## config.mk

```make
export PLATFORM = sky130hd
export DESIGN_NAME = mmcs_top
export DESIGN_NICKNAME = d
export VERILOG_FILES = /design/src/mmcs_ce_decode.v /design/src/mmcs_top.v
export VERILOG_INCLUDE_DIRS = /design/src
export SDC_FILE = /design/constraint.sdc
export NUM_CORES = 1
export LEC_CHECK = 0
export ABC_CLOCK_PERIOD_IN_PS = 2400
export BUFFER_PORTS_ARGS = -buffer_cell sky130_fd_sc_hd__buf_4
export CAP_MARGIN = 5
export CORE_MARGIN = 8
export CORE_UTILIZATION = 45
export DETAILED_ROUTE_END_ITERATION = 6
export GPL_TIMING_DRIVEN = 0
export PLACE_DENSITY_LB_ADDON = 0.05
export SKIP_CTS_REPAIR_TIMING = 1
export SLEW_MARGIN = 20
export SYNTH_ARGS = -nofsm -noshare
export SYNTH_HDL_FRONTEND = slang
export SYNTH_HIERARCHICAL = 1
export SYNTH_SLANG_ARGS = --single-unit
```

## constraint.sdc

```tcl
create_clock -name clk_sys -period 2.4 [get_ports clk_sys]
set_input_delay 0.24 -clock clk_sys [delete_from_list [all_inputs] [get_ports clk_sys]]
set_output_delay 0.24 -clock clk_sys [all_outputs]
set_load 0.02 [all_outputs]
```

## src/mmcs_consts.vh

```
// Constants for the memory-map and chip-select decoder.
`ifndef MMCS_CONSTS_VH
`define MMCS_CONSTS_VH
// Register byte addresses (index times four).
`define MMCS_OFF_P4CTL 8'h92
`define MMCS_OFF_MEMCTL 8'hC6
`define MMCS_ADDR_P4CTL 10'h248
`define MMCS_ADDR_MEMCTL 10'h318
`define MMCS_ADDR_ADDRESS_CONTROL 10'h400
`define MMCS_ADDR_STACK 10'h404
`define MMCS_ADDR_STAT 10'h408
// Reset values.
`define MMCS_RST_P4CTL 8'h3F
`define MMCS_RST_MEMCTL 8'h00
`define MMCS_RST_ADDRESS_CONTROL 8'h00
// Field positions.
`define MMCS_MEMCTL_MAPHI 7
`define MMCS_MEMCTL_MAPLO 6
`define MMCS_MEMCTL_CAN 5
`define MMCS_ADDRESS_CONTROL_WSTK 2
`define MMCS_ADDRESS_CONTROL_DEMUX 0
// Window bases.
`define MMCS_SRAM_HI_BASE 11'h00F
`define MMCS_SRAM_LO_BASE 11'h000
`define MMCS_SRAM_UP_BASE 11'h400
`define MMCS_CAN_LO_BASE 14'h0077
`define MMCS_CAN_UP_BASE 14'h2008
`define MMCS_STACK_TOP 2'h0
// Internal access length in cycles.
`define MMCS_INT_CYCLES 2'h2
`endif

```

## src/mmcs_ce_decode.v

```verilog
// Program chip-enable block decoder for one chip enable.
`timescale 1ns/1ps
module mmcs_ce_decode #(
  parameter [1:0] IDX = 2'h0
) (
  input wire [21:0] addr,
  input wire [2:0] upper_code,
  input wire [2:0] ce_code,
  output reg hit
);
  // Number of chip enables that the pin code turns on.
  reg [2:0] ce_count;
  // Block index picked by the upper-address code.
  reg [2:0] blk;
  // Address bits above the block decode, which must be zero.
  reg high_zero;
  // Decode the block index and enable.
  always @* begin
    case (ce_code)
      3'h4: ce_count = 3'h1;
      3'h5: ce_count = 3'h2;
      3'h6: ce_count = 3'h3;
      3'h7: ce_count = 3'h4;
      default: ce_count = 3'h0;
    endcase
    case (upper_code)
      3'h4: begin
        blk = {1'b0, addr[18:17]};
        high_zero = (addr[21:19] == 3'h0);
      end
      3'h5: begin
        blk = {1'b0, addr[19:18]};
        high_zero = (addr[21:20] == 2'h0);
      end
      3'h6: begin
        blk = {1'b0, addr[20:19]};
        high_zero = ~addr[21];
      end
      3'h7: begin
        blk = {1'b0, addr[21:20]};
        high_zero = 1'b1;
      end
      default: begin
        blk = {1'b0, addr[16:15]};
        high_zero = (addr[21:17] == 5'h00);
      end
    endcase
    hit = high_zero && (blk[1:0] == IDX) && ({1'b0, IDX} < ce_count);
  end
endmodule

```

## src/mmcs_top.v

```verilog
// Memory-map and chip-select decoder with its Avalon-MM register slave.
//
// Our own choice: the Avalon-MM slave port.
`timescale 1ns/1ps
`include "mmcs_consts.vh"
module mmcs_top (
  input wire clk_sys,
  input wire srst,
  // Avalon-MM slave.
  input wire [9:0] avs_address,
  input wire avs_read,
  input wire avs_write,
  input wire [31:0] avs_writedata,
  output reg [31:0] avs_readdata,
  output reg avs_waitrequest,
  // Core access request, same clock.
  input wire acc_req,
  input wire acc_code,
  input wire acc_stack,
  input wire acc_wr,
  input wire [22:0] acc_addr,
  input wire [7:0] acc_wdata,
  input wire [7:0] stack_ptr,
  output reg acc_done,
  output reg acc_internal,
  output reg acc_can,
  output reg [11:0] sram_addr,
  output reg [8:0] can_addr,
  // External bus pins.
  output reg [7:0] port4_out,
  output reg [7:0] port4_oe,
  output reg [3:0] port5_hi_out,
  output reg [7:0] port2_out,
  output reg [7:0] port1_out,
  output reg port1_oe,
  output reg [7:0] port0_out,
  output reg port0_oe,
  output reg ale,
  output reg write_strobe_n,
  output reg read_strobe_n,
  output reg program_read_strobe_n
);
  ////////////////////////////////////////////////////////////////////////////
  // Registers.
  reg [7:0] port4_function_control_r; // Port 4 pin functions.
  reg [7:0] memory_control_r; // Map, CAN area and combined selects.
  reg [7:0] address_control_r; // Wide stack and bus mode.
  reg [1:0] stack_ptr_ext_r; // Upper stack pointer bits.
  reg [2:0] access_count_r; // Counts completed accesses.
  reg wr_done_r; // Blocks a second request, read or write, in the ack cycle.
  wire internal_map_sel_hi = memory_control_r[`MMCS_MEMCTL_MAPHI];
  wire internal_map_sel_lo = memory_control_r[`MMCS_MEMCTL_MAPLO];
  wire can_area_sel = memory_control_r[`MMCS_MEMCTL_CAN];
  wire [3:0] combined_chip_sel = memory_control_r[3:0];
  wire shared_mode = internal_map_sel_hi & internal_map_sel_lo;
  // Wide stack is not available when the SRAM is shared.
  wire wide_stack_en = address_control_r[`MMCS_ADDRESS_CONTROL_WSTK] & ~shared_mode;
  wire demux_mode = address_control_r[`MMCS_ADDRESS_CONTROL_DEMUX];
  wire [2:0] upper_code = port4_function_control_r[5:3];
  wire [2:0] ce_code = port4_function_control_r[2:0];
  ////////////////////////////////////////////////////////////////////////////
  // Register bus: one wait cycle, then the answer with waitrequest low.
  wire bus_req = (avs_read | avs_write) & ~wr_done_r;
  always @(posedge clk_sys) begin
    if (srst) begin
      port4_function_control_r <= `MMCS_RST_P4CTL;
      memory_control_r <= `MMCS_RST_MEMCTL;
      address_control_r <= `MMCS_RST_ADDRESS_CONTROL;
      stack_ptr_ext_r <= 2'h0;
      avs_waitrequest <= 1'b1;
      avs_readdata <= 32'h0000_0000;
      wr_done_r <= 1'b0;
    end else begin
      wr_done_r <= 1'b0;
      avs_waitrequest <= 1'b1;
      if (bus_req && avs_waitrequest) begin
        // First cycle of a request: answer on the next edge.
        avs_waitrequest <= 1'b0;
        wr_done_r <= 1'b1;
        avs_readdata <= 32'h0000_0000;
        if (avs_write) begin
          case (avs_address)
            `MMCS_ADDR_P4CTL: port4_function_control_r <= avs_writedata[7:0];
            `MMCS_ADDR_MEMCTL: memory_control_r <= avs_writedata[7:0];
            `MMCS_ADDR_ADDRESS_CONTROL: address_control_r <= avs_writedata[7:0];
            `MMCS_ADDR_STACK: stack_ptr_ext_r <= avs_writedata[1:0];
            default: ;
          endcase
        end else begin
          // Unmapped addresses read as zero.
          case (avs_address)
            `MMCS_ADDR_P4CTL: avs_readdata <= {24'h0, port4_function_control_r};
            `MMCS_ADDR_MEMCTL: avs_readdata <= {24'h0, memory_control_r};
            `MMCS_ADDR_ADDRESS_CONTROL: avs_readdata <= {24'h0, address_control_r};
            `MMCS_ADDR_STACK: avs_readdata <= {30'h0, stack_ptr_ext_r};
            `MMCS_ADDR_STAT: avs_readdata <= {27'h0, access_count_r, shared_mode,
                                              wide_stack_en};
            default: avs_readdata <= 32'h0000_0000;
          endcase
        end
      end
    end
  end
  ////////////////////////////////////////////////////////////////////////////
  // Address decode.
  // Stack accesses form a 10-bit address in the lowest 1kB of SRAM.
  wire [9:0] stack_addr = {stack_ptr_ext_r, stack_ptr};
  // Data window hit for the current map code.
  reg sram_data_hit;
  always @* begin
    case ({internal_map_sel_hi, internal_map_sel_lo})
      2'h0: sram_data_hit = (acc_addr[22:12] == `MMCS_SRAM_HI_BASE);
      2'h1: sram_data_hit = (acc_addr[22:12] == `MMCS_SRAM_LO_BASE);
      2'h2: sram_data_hit = (acc_addr[22:12] == `MMCS_SRAM_UP_BASE);
      default: sram_data_hit = 1'b0;
    endcase
  end
  wire shared_hit = shared_mode && (acc_addr[22:12] == `MMCS_SRAM_UP_BASE);
  // Program fetches hit SRAM only in shared mode, so a loader runs off-bus.
  wire code_hit = acc_code & shared_hit;
  wire data_hit = ~acc_code & (sram_data_hit | shared_hit);
  // The lowest 1kB belongs to the stack when the wide stack is on.
  wire stack_zone = wide_stack_en && (acc_addr[11:10] == `MMCS_STACK_TOP);
  wire stack_hit = acc_stack & wide_stack_en;
  wire sram_hit = code_hit | stack_hit | (data_hit & ~stack_zone);
  wire can_hit = ~acc_code & ~acc_stack &
    (can_area_sel ? (acc_addr[22:9] == `MMCS_CAN_UP_BASE)
                  : (acc_addr[22:9] == `MMCS_CAN_LO_BASE));
  wire int_hit = sram_hit | can_hit;
  // Upper address lines width by code.
  reg [3:0] upper_mask;
  always @* begin
    case (upper_code)
      3'h4: upper_mask = 4'h1;
      3'h5: upper_mask = 4'h3;
      3'h6: upper_mask = 4'h7;
      3'h7: upper_mask = 4'hF;
      default: upper_mask = 4'h0;
    endcase
  end
  reg [3:0] ce_mask;
  always @* begin
    case (ce_code)
      3'h4: ce_mask = 4'h1;
      3'h5: ce_mask = 4'h3;
      3'h6: ce_mask = 4'h7;
      3'h7: ce_mask = 4'hF;
      default: ce_mask = 4'h0;
    endcase
  end
  // Block decode, one instance per chip enable.
  wire [3:0] blk_raw;
  // Addresses above the external space never select a chip.
  wire [3:0] blk_hit = blk_raw & {4{~acc_addr[22]}};
  genvar gi;
  generate
    for (gi = 0; gi < 4; gi = gi + 1) begin : g_ce
      mmcs_ce_decode #(.IDX(gi[1:0])) u_dec (
        .addr(acc_addr[21:0]),
        .upper_code(upper_code),
        .ce_code(ce_code),
        .hit(blk_raw[gi])
      );
    end
  endgenerate
  // Data chip enables follow the same blocks for external data accesses.
  // Combined blocks route data accesses onto the program enable.
  wire data_combined = ~acc_code & |(blk_hit & combined_chip_sel);
  wire [3:0] prog_ce = acc_code ? blk_hit : (blk_hit & combined_chip_sel);
  wire [3:0] data_ce = acc_code ? 4'h0 : (blk_hit & ~combined_chip_sel);
  ////////////////////////////////////////////////////////////////////////////
  // Access sequencer: two cycles internal, three-phase external cycle.
  localparam [1:0] ST_IDLE = 2'h0;
  localparam [1:0] ST_INT = 2'h1;
  localparam [1:0] ST_ADDR = 2'h2;
  localparam [1:0] ST_STRB = 2'h3;
  reg [1:0] state_r;
  reg [1:0] cnt_r;
  reg comb_r;
  always @(posedge clk_sys) begin
    if (srst) begin
      state_r <= ST_IDLE;
      cnt_r <= 2'h0;
      comb_r <= 1'b0;
      acc_done <= 1'b0;
      acc_internal <= 1'b0;
      acc_can <= 1'b0;
      sram_addr <= 12'h000;
      can_addr <= 9'h000;
      access_count_r <= 3'h0;
      port4_out <= 8'h00;
      port4_oe <= 8'h00;
      port5_hi_out <= 4'hF;
      port2_out <= 8'h00;
      port1_out <= 8'h00;
      port1_oe <= 1'b0;
      port0_out <= 8'h00;
      port0_oe <= 1'b0;
      ale <= 1'b0;
      write_strobe_n <= 1'b1;
      read_strobe_n <= 1'b1;
      program_read_strobe_n <= 1'b1;
    end else begin
      acc_done <= 1'b0;
      // Pins configured as I/O are released by this block.
      port4_oe <= {upper_mask, ce_mask};
      case (state_r)
        ST_IDLE: begin
          // A request still high in the done cycle is the old one; skip it.
          if (acc_req && !acc_done && int_hit) begin
            // Internal hit: no strobes, fixed two cycles.
            state_r <= ST_INT;
            cnt_r <= `MMCS_INT_CYCLES - 2'h1;
            acc_internal <= 1'b1;
            acc_can <= can_hit;
            sram_addr <= stack_hit ? {2'h0, stack_addr} : acc_addr[11:0];
            can_addr <= acc_addr[8:0];
          end else if (acc_req && !acc_done) begin
            // External access: drive address, enables and ALE.
            state_r <= ST_ADDR;
            acc_internal <= 1'b0;
            acc_can <= 1'b0;
            comb_r <= data_combined;
            port4_out <= {acc_addr[19:16] & upper_mask, ~prog_ce & ce_mask};
            port5_hi_out <= ~data_ce;
            port2_out <= acc_addr[15:8];
            port0_out <= acc_addr[7:0];
            port0_oe <= ~demux_mode;
            port1_out <= acc_addr[7:0];
            port1_oe <= demux_mode;
            ale <= 1'b1;
          end
        end
        ST_INT: begin
          if (cnt_r == 2'h1) begin
            acc_done <= 1'b1;
            access_count_r <= access_count_r + 3'h1;
            state_r <= ST_IDLE;
          end
          cnt_r <= cnt_r - 2'h1;
        end
        ST_ADDR: begin
          ale <= 1'b0;
          state_r <= ST_STRB;
          if (acc_wr) begin
            port0_out <= acc_wdata;
            port0_oe <= 1'b1;
            write_strobe_n <= 1'b0;
          end else begin
            port0_oe <= 1'b0;
            if (acc_code || comb_r) begin
              program_read_strobe_n <= 1'b0;
            end else begin
              read_strobe_n <= 1'b0;
            end
          end
        end
        ST_STRB: begin
          // Release strobes and enables, complete the access.
          write_strobe_n <= 1'b1;
          read_strobe_n <= 1'b1;
          program_read_strobe_n <= 1'b1;
          port0_oe <= 1'b0;
          port4_out[3:0] <= ce_mask;
          port5_hi_out <= 4'hF;
          acc_done <= 1'b1;
          access_count_r <= access_count_r + 3'h1;
          state_r <= ST_IDLE;
        end
        default: state_r <= ST_IDLE;
      endcase
    end
  end
endmodule

```

Word level (Yosys, flattened, before mapping):

Index checks and enable logic that the tools add are counted.

* $add $sub $neg: 2
* order comparisons: 4
* equal/unequal tests: 34
* multiplexer cells: 52
* bitwise logic cells: 32
* reduce and logical (&&, ||, !) cells: 49

Operator list (count)
* $pmux 8 s5: 1
* $mux 8: 4
* $pmux 4 s4: 2
* $reduce_and 3->1: 10
* $eq 3x3->1 const B: 8
* $mux 4: 6
* $and 4x4->4: 5
* $eq 10x10->1 const B: 2
* $mux 1: 17
* $ne 2x2->1 const B: 8
* $pmux 2 s4: 2
* $pmux 4 s2: 2
* $pmux 8 s2: 1
* $eq 14x14->1 const B: 1
* $eq 14x7->1 const B: 1
* $logic_and 1x1->1: 13
* $mux 12: 1
* $not 4->4: 3
* $pmux 3 s4: 1
* $reduce_and 2->1: 6
* $reduce_bool 2->1: 6
* $eq 11x11->1 const B: 1
* $eq 11x4->1 const B: 1
* $logic_not 11->1: 1
* other kinds (28): 70

* register bits: 142
* logic and storage cells: 202

Logic depth before layout (Yosys ltp):

Gate-level depths: netlist of the first run.

* depth after elaboration: 13
* gate-level depth with buffers: 9
* depth with buffers taken out: 8

Hierarchy:

The synthesis of the first run kept the hierarchy.

Modules (own cells, without submodules)
* mmcs_top: instances 1, cells an instance 568, area an instance 5215.0 um^2, seq. area each 2362.3 um^2
* mmcs_ce_decode (g_ce[2].u_dec): instances 1, cells an instance 17, area an instance 117.6 um^2, seq. area each 0.0 um^2
* mmcs_ce_decode (g_ce[3].u_dec): instances 1, cells an instance 15, area an instance 97.6 um^2, seq. area each 0.0 um^2
* mmcs_ce_decode (g_ce[1].u_dec): instances 1, cells an instance 10, area an instance 82.6 um^2, seq. area each 0.0 um^2
* mmcs_ce_decode (g_ce[0].u_dec): instances 1, cells an instance 6, area an instance 48.8 um^2, seq. area each 0.0 um^2

Least setup slack after synthesis of the first run:

Ideal clock, no wire load.

* path type: input port to flip-flop
* from: in acc_addr[16]
* to: reg port5_hi_out[0]
* arrival: 2.328 ns
* data required time: 2.257 ns
* slack: -0.071 ns
* stages on the path: 8
* path buffers: 2
* cell sequence: or4_1 > or4_4 > a2111oi_2 > or4_1 > buf_6 > buf_6 > mux2i_1 > nand2_1

* word-level cells in the longest chain between the ends: 11
* elaborated cells between the ends (all ways): 30
* classes of those cells: eq/ne: 5; mux: 7; bitwise: 11; reduce/logical: 7

RTL lines
* start, declared: RTL line mmcs_top.v:21 `input wire [22:0] acc_addr,`
* parallel branches: the longest is 11 deep, another holds $eq 11x11->1
* end signal, assigned: RTL line mmcs_top.v:225 `port5_hi_out <= ~data_ce;`
* end, declared: RTL line mmcs_top.v:32 `output reg [3:0] port5_hi_out,`

Parallel ways; which one is timed is not known. The select of a mux whose other input is x is not followed.
A chain may end at the register's enable or synchronous reset.

Worst setup path in the final report of the first run:

* from: reg memory_control_r[7]
* to: reg comb_r

* word-level cells in the longest chain between the ends: 11
* elaborated cells between the ends (all ways): 21
* classes of those cells: eq/ne: 2; mux: 1; bitwise: 13; reduce/logical: 5

RTL lines
* start, declared: RTL line mmcs_top.v:46 `reg [7:0] memory_control_r;`
* start signal, assigned: RTL line mmcs_top.v:67 `` memory_control_r <= `MMCS_RST_MEMCTL; ``
* start signal, assigned: RTL line mmcs_top.v:84 `` `MMCS_ADDR_MEMCTL: memory_control_r <= avs_writedata[7:0]; ``
* parallel branches: the longest is 6 deep, another holds $pmux 1 s3
* $or 1x1->1 *: RTL line mmcs_top.v:125 `wire sram_hit = code_hit | stack_hit | (data_hit & ~stack_zone);`
* $or 1x1->1 *: RTL line mmcs_top.v:129 `wire int_hit = sram_hit | can_hit;`
* $logic_and 1x1->1 *: RTL line mmcs_top.v:210 `if (acc_req && !acc_done && int_hit) begin`
* $not 1->1 (no source line) *
* $reduce_and 3->1 (no source line) *
* end signal, assigned: RTL line mmcs_top.v:223 `comb_r <= data_combined;`
* end, declared: RTL line mmcs_top.v:179 `reg comb_r;`

Mark *: on every way between the ends.

==> summary.md, run 1 <==
| Metric | Value |
|---|---|
| WP depth | 8 |
| Final number of hold-violating endpoints | 0 |
| Share of post-route cells with drive strength above 1 | 0.318 |
| Leakage | ~3.4 nW |
| Worst hold path type | primary input to register |
| Pint | just over 4 mW |
| Worst-case clock buffer depth | 2 |
| Critical path class | register to register |
| Area growth, synth to finish | 36.6% |
| Maximum VDD drop | 0.439 mV |
| Num ports | 196 |
| Die height | approximately 130 um |
| Setup TNS | 0 ns |
| Mapped Area | 0.00556 mm2 |
| WHS | 0.0711 ns |
| Crit path DAT | ~2.7 ns |
| WP buf/inv | 2 |
| Combinational Power Share | 0.156 |
| Clock group share of total power | 0.457 |
| Sw Pwr | 1.36 mW |
| DRC errors left | 0 |
| Starting density of the core | 0.461 |
| Synth Warn # | 6 |
| Critical path cell sequence | buf_2 > nand2_1 > nand3_1 > o41ai_2 > or4_4 > buf_6 > or4_1 > a21oi_1 |
| Clk slew on worst S/H paths | 0.05 ns |
| Placement Rows | 40 |
| R2R Setup Slk | 0.04 ns |
| Filler cell count in the final layout | 1,057 |
| Cts bufs inserted | 17 |
| Post-DR wirelength/cell | around 18 um |
| CTS tree | built |
| Max FO, Critical Path | 8 |
| Grt total ovfl | 0 |
| Cell variety after synth | 68 |
| Clk sinks | 118 |
| Drt first pass iters | 5 |
| F_max | 423 MHz |
| Reg-to-Reg End | comb_r$_SDFFE_PP0P_ |
| Slew margin rel. | 0.409 |
| Largest net degree at the start of global routing | 19 |
| CP required | roughly 2.7 ns |
| Die X | 127 um |
| Reg2reg path depth | 8 |
| Post-synth top flop | dfxtp_1 |
| PortBufs | 145 |
| HPWL Detailed | 13,200 um |
| NumNets Final | 894 |
| Die Area | 0.0162 mm2 |
| Final setup fails | 0 |
| Pwr Total | 5.45 mW |
| FFs w/ async S/R, synth | 0 |
| Total wire length | 17,300 um |
| CTS HTree Levels | 4 |
| Startpoint types | register |
| Initial antenna violation count | 0 |
| RSZ-0062 raised after global routing | true |
| CTS Root Cell | clkbuf_16 |
| Final min period | 2.36 ns |
| Post-synth EDFFs | 0 |
| Worst Setup EP | comb_r$_SDFFE_PP0P_ |
| Core Area | 0.0121 mm2 |
| Status | completed |
| Commonest cells after routing, fill and taps aside | 174 x buf_4, 115 x dfxtp_1, 79 x nand2_1 |
| Crit end category | register |
| Antenna Cells | 0 |
| Antenna Nets Post-Route | 0 |
| Sw frac | 0.249 |
| Vias in the first global route | 5,150 |
| Vias per inst | approximately 5.2 |
| Via count | 5,103 |
| Leading cell type in the layout, fill and taps excluded | buf_4 |
| Pins Over Slew Limit | 0 |
| Syn Inst Count | 616 |
| Period utilisation layout | 0.985 |
| Worst R2R Start | memory_control_r[7]$_SDFFE_PP0P_ |
| Global-route wire length before repair | 27,300 um |
| Sequential power share | 0.387 |
| CP max-delay cell | or4_4 |
| Crit path from | memory_control_r[7]$_SDFFE_PP0P_ |
| Total Routing Usage GR | 0.213 |
| Mean Syn Cell Area | 9.03 um2 |
| Pwr dens | 718 mW/mm2 |
| Actual slew at the worst max-slew pin | ~0.9 ns |
| Clock Skew | 0.00904 ns |
| Worst skew pair latency | 0.41 ns |
| Seq/Total Area, Yosys | 0.425 |
| CP delay by family, top | simple AND/OR/NAND/NOR gates |
| Worst path max stage delay | around 0.54 ns |
| Max Cap Viol | 0 |
| DR iter-0 viols | 346 |
| Synth Register Bits | 118 |
| GPL Wtd Cong | 0.853 |
[Yosys cell counts, types with 3 or more instances]
library cell	instances	area (um2)
nand3_1	20	100
mux2_2	3	33.8
dfxtp_1	118	2360
a22oi_2	4	50.1
mux2i_1	53	531
buf_2	4	20.0
a2bb2oi_2	4	60.1
nor4_1	3	18.8
nand2_4	3	33.8
nor2b_1	7	43.8
inv_1	18	67.6
a211oi_1	4	30.0
nand2b_1	6	37.5
a22o_1	6	52.6
and2_1	7	43.8
a31o_2	8	70.1
nand3b_1	4	30.0
buf_6	4	45.0
o21a_1	4	30.0
a211oi_2	10	125
nor2_1	63	236
nand2_1	79	297
nor3_1	8	40.0
or4_1	5	37.5
buf_4	26	195
a221oi_1	4	35.0
o41ai_1	3	26.3
a21oi_1	43	215
a222oi_1	3	30.0
o21ai_0	19	95.1
and3_1	5	31.3
clkbuf_1	21	78.8
[worst min-delay path by stage]
stage / start / endpoint / slack, ns / depth (start not counted)
finish: avs_writedata[3] / port4_function_control_r[3]$_SDFFE_PP1P_ / 0.07 / 3
global route: avs_writedata[3] / port4_function_control_r[3]$_SDFFE_PP1P_ / 0.08 / 3
CTS: avs_writedata[5] / port4_function_control_r[5]$_SDFFE_PP1P_ / 0.06 / 3
detailed placement: port4_function_control_r[7]$_SDFFE_PP0P_ / port4_function_control_r[7]$_SDFFE_PP0P_ / 0.45 / 2
global placement: write_strobe_n$_SDFFE_PP1P_ / write_strobe_n$_SDFFE_PP1P_ / 0.43 / 2
floorplan: avs_writedata[1] / port4_function_control_r[1]$_SDFFE_PP1P_ / 0.36 / 2
[power by group through the flow]
stage / sequential, mW / combinational, mW / clock [mW]
3_5_place_dp: 2.15 / 0.845 / 0
5_1_grt: 2.12 / 0.917 / 2.61
2_1_floorplan: 2.24 / 0.411 / 0
4_1_cts: 2.11 / 0.847 / 2.52
6_report: 2.11 / 0.850 / 2.49
3_3_place_gp: 2.15 / 0.836 / 0
[logic make-up (layout without fill, tap and decap cells)]
| family | count (synthesis) | count (layout) | synth area share |
|---|---|---|---|
| compound gates | 134 | 134 | 0.184 |
| xor+xnor | 3 | 3 | 0.00473 |
| fa+ha+maj | 2 | 2 | 0.00450 |
| buf+inv | 77 | 252 | 0.0817 |
| flops | 118 | 118 | 0.425 |
| mux | 57 | 57 | 0.106 |
| other cells | 1 | 24 | 0.000674 |
| simple gates | 224 | 224 | 0.194 |
[registers in the layout, indices dropped and copies added (netlist names), 2 cells and up]
| register | flops |
|---|---|
| access_count_r | 3 |
| address_control_r | 8 |
| avs_readdata | 8 |
| can_addr | 9 |
| cnt_r | 2 |
| memory_control_r | 8 |
| port0_out | 8 |
| port1_out | 8 |
| port2_out | 8 |
| port4_function_control_r | 8 |
| port4_oe | 8 |
| port4_out | 8 |
| port5_hi_out | 4 |
| sram_addr | 12 |
| stack_ptr_ext_r | 2 |
| state_r | 2 |
[through the flow]
step / setup slack [ns] / utilization / std cells / cell area (um2)
6_report: 0.0372 / 0.630 / 982 / 7600
5_1_grt: -0.0797 / 0.630 / 982 / 7600
4_1_cts: -0.179 / 0.626 / 982 / 7550
3_5_place_dp: -0.353 / 0.578 / 952 / 6970
3_3_place_gp: -0.293 / 0.578 / 952 / 6970
2_1_floorplan: 0.00697 / - / 639 / 5670
[worst min-delay path, stage by stage]
cell and delay [ns]:
buf_4 0.10, nand2_1 0.04, nand3_1 0.06
[cell type report]
cell class                 count  area (um2)  share of cell area
multi-input combinational    444        2880               0.380
sequential                   118        2370               0.311
timing repair buffer         146        1100               0.144
clock buffer                  27         513              0.0675
inverter                      18        67.6             0.00889
clock inverter                 3        65.1             0.00856
tap                          168         210              0.0277
buffer                        58         395              0.0520
[metal layers]
metal / wire [um] / GRT usage / part of all wire
met1: 7090 / 0.242 / 0.41
met2: 8160 / 0.350 / 0.47
met3: 1820 / 0.0915 / 0.11
met4: 245 / 0.0742 / 0.014
met5: 0 / 0 / 0
Note: power is estimated with default switching activity, not from simulation.
==> inputs of run 2 (changes only) <==
--- a/config.mk
+++ b/config.mk
@@ -6,14 +6,15 @@
 export SDC_FILE = /design/constraint.sdc
 export NUM_CORES = 1
 export LEC_CHECK = 0
+export ABC_AREA = 1
 export ABC_CLOCK_PERIOD_IN_PS = 2400
 export BUFFER_PORTS_ARGS = -buffer_cell sky130_fd_sc_hd__buf_4
 export CAP_MARGIN = 5
 export CORE_MARGIN = 8
-export CORE_UTILIZATION = 45
+export CORE_UTILIZATION = 46
 export DETAILED_ROUTE_END_ITERATION = 6
 export GPL_TIMING_DRIVEN = 0
-export PLACE_DENSITY_LB_ADDON = 0.05
+export PLACE_DENSITY = 0.86
 export SKIP_CTS_REPAIR_TIMING = 1
 export SLEW_MARGIN = 20
 export SYNTH_ARGS = -nofsm -noshare
==> summary.md, run 2 <==
| Metric | Value |
|---|---|
| Via count | 6,084 |
| Slew margin rel. | 0.629 |
| Post-layout util | 0.626 |
| CTS tree | built |
| Largest net degree at the start of global routing | 17 |
| Worst hold path type | primary input to register |
| Crit path DAT | 2.22 ns |
| Multi-input gate area | about 0.0028 mm2 |
| CTS Root Cell | clkbuf_16 |
| Total wire length | approximately 18,000 um |
| FFs w/ async S/R, synth | 0 |
| Actual slew at the worst max-slew pin | 0.557 ns |
| Cell variety after synth | slightly above 40 |
| Top reg by flops | sram_addr |
| Pwr dens | between 700 and 800 mW/mm2 |
| Leading cell type in the layout, fill and taps excluded | nand2_1 |
| Final setup fails | 0 |
| Commonest cells after routing, fill and taps aside | 249 x nand2_1, 173 x buf_4, 126 x nor2_1 |
| Die height | about 130 um |
| Max FO, Critical Path | 15 |
| Post-synth top area cell | dfxtp_1 |
| Startpoint types | register |
| Mean Syn Cell Area | 6.66 um2 |
| Die Area | roughly 0.016 mm2 |
| Leakage | 3.97 nW |
| Mapped Area | about 0.0057 mm2 |
| Worst-case clock buffer depth | 2 |
| Crit end category | register |
| Antenna Cells | 0 |
| Top Registers | sram_addr x12, can_addr x9 |
| Status | completed |
| Pins Over Slew Limit | 0 |
| Post-DR wirelength/cell | 14.7 um |
| Max Cap Viol | 0 |
| Starting density of the core | 0.462 |
| CTS HTree Levels | 4 |
| Cts bufs inserted | 17 |
| Post-synth top flop | dfxtp_1 |
| Placement Rows | between 40 and 50 |
| Seq/Total Area, Yosys | 0.412 |
| Vias per inst | 4.93 |
| Clk sinks | 118 |
| HPWL Detailed | 13,800 um |
| Global-route wire length before repair | 28,000 um |
| Synth Warn # | 6 |
| Period utilisation layout | 0.811 |
| Final number of hold-violating endpoints | 0 |
| Synth Register Bits | 118 |
| Top cells by count, synth | 249 x nand2_1, 126 x nor2_1, 118 x dfxtp_1 |
| RSZ-0062 raised after global routing | false |
| Synth top area cells | dfxtp_1 41%, nand2_1 16%, nor2_1 8.2% |
| GPL Wtd Cong | 0.952 |
| DRC errors left | 0 |
| Clk slew on worst S/H paths | 0.05 ns |
| Core Area | about 0.012 mm2 |
| Clock Skew | 0.00708 ns |
| Total Routing Usage GR | 0.216 |
| PortBufs | 146 |
| NumNets Final | 1,141 |
| Drt first pass iters | 5 |
| Most common cell in the netlist | nand2_1 |
| Max reg flops | 12 |
| Grt total ovfl | 0 |
| Filler cell count in the final layout | 1,134 |
| Worst skew pair latency | 0.41 ns |
| Die X | roughly 130 um |
| Initial antenna violation count | 0 |
| Vias in the first global route | 5,590 |
| Post-synth EDFFs | 0 |
| Register area | about 0.0024 mm2 |
| Area growth, synth to finish | 35.4% |
| Antenna Nets Post-Route | 0 |
| Final min period | 1.95 ns |
| Maximum VDD drop | a little under 0.4 mV |
| Syn Inst Count | 862 |
| F_max | 514 MHz |
| Critical path class | register to register |
| Num ports | between 150 and 200 |
| Setup TNS | 0 ns |
| Share of post-route cells with drive strength above 1 | 0.223 |
| DR iter-0 viols | 548 |
| CP required | 2.68 ns |
| Area share of the largest cell type after synthesis | 0.412 |
==> run 2: cell types whose count changed after synthesis, sizes merged, moves of 7 or more <==
cell / before / now
o21ai: 20 / 63
nand2: 82 / 255
nand3: 20 / 37
inv: 18 / 103
mux2i: 53 / 0
clkbuf: 21 / 14
nor2b: 7 / 0
nand2b: 7 / 0
o211ai: 1 / 13
nor2: 63 / 131
a31o: 8 / 0
a21oi: 44 / 54
a211oi: 14 / 0
==> run 2: cells by family (layout without fill, tap and decap cells) <==
group                      count (synthesis)  after routing  share of synthesized area
and+or+nand+nor                          442            442                      0.321
buffers and inverters                    155            333                      0.123
AOI/OAI and AO/OA                        144            144                      0.140
DFF                                      118            118                      0.412
adders and majority gates                  2              2                    0.00436
other                                      1             24                   0.000654
==> run 2: worst paths after layout <==
check | from | end | slack, ns | cells after the start
max reg2reg | port4_function_control_r[4]$_SDFFE_PP1P_ | comb_r$_SDFFE_PP0P_ | 0.45 | 11
min | srst | wr_done_r$_SDFF_PP0_ | 0.06 | 2
min reg2reg | avs_readdata[0]$_SDFFE_PP0P_ | avs_readdata[0]$_SDFFE_PP0P_ | 0.46 | 2
max | port4_function_control_r[4]$_SDFFE_PP1P_ | comb_r$_SDFFE_PP0P_ | 0.45 | 11
==> run 2: power by group <==
part | switching (mW) | total [mW] | leakage [nW] | internal (mW)
Combinational | 0.587 | 0.960 | 2.70 | 0.373
Clock | 0.876 | 2.72 | 0.314 | 1.84
Sequential | 0.0557 | 2.13 | 0.963 | 2.07
==> run 2: area by class of cell <==
| cell class | instances | area share |
|---|---|---|
| repair buffers | 146 | 0.141 |
| plain buffers | 51 | 0.0403 |
| clock buffers | 24 | 0.0633 |
| clock inverters | 8 | 0.0185 |
| flip-flops and latches | 118 | 0.304 |
| inverters | 104 | 0.0502 |
| multi-input cells | 612 | 0.355 |
| well taps | 172 | 0.0277 |
==> run 2: through the flow <==
stage | area, um2 | hold slack (ns) | instances | total power [mW] | setup slack [ns]
2_1_floorplan | 5820 | 0.324 | 885 | 2.73 | 0.914
3_3_place_gp | 7140 | 0.440 | 1203 | 3.10 | 0.512
3_5_place_dp | 7140 | 0.449 | 1203 | 3.11 | 0.480
4_1_cts | 7770 | 0.0537 | 1235 | 5.81 | 0.492
5_1_grt | 7770 | 0.0577 | 1235 | 6.02 | 0.259
6_report | 7770 | 0.0633 | 1235 | 5.81 | 0.454
==> run 2: layer usage <==
metal / track usage / vias up / wire (um)
met1: 0.264 / 2706 / 7650
met3: 0.0674 / 37 / 1560
met4: 0.0832 / 0 / 514
met5: 0 / - / 0
met2: 0.348 / 288 / 8360
li1: - / 3053 / -
==> run 2: critical path, stage by stage, from the launching register on <==
cell and delay, ns:
dfxtp_1 0.65, inv_1 0.12, a21oi_1 0.15, nand2_1 0.07, a21oi_2 0.11, nor2_1 0.05
nand2_1 0.09, o22ai_1 0.08, o21ai_0 0.24, nand2_1 0.09, o21ai_0 0.09, nor2_1 0.06
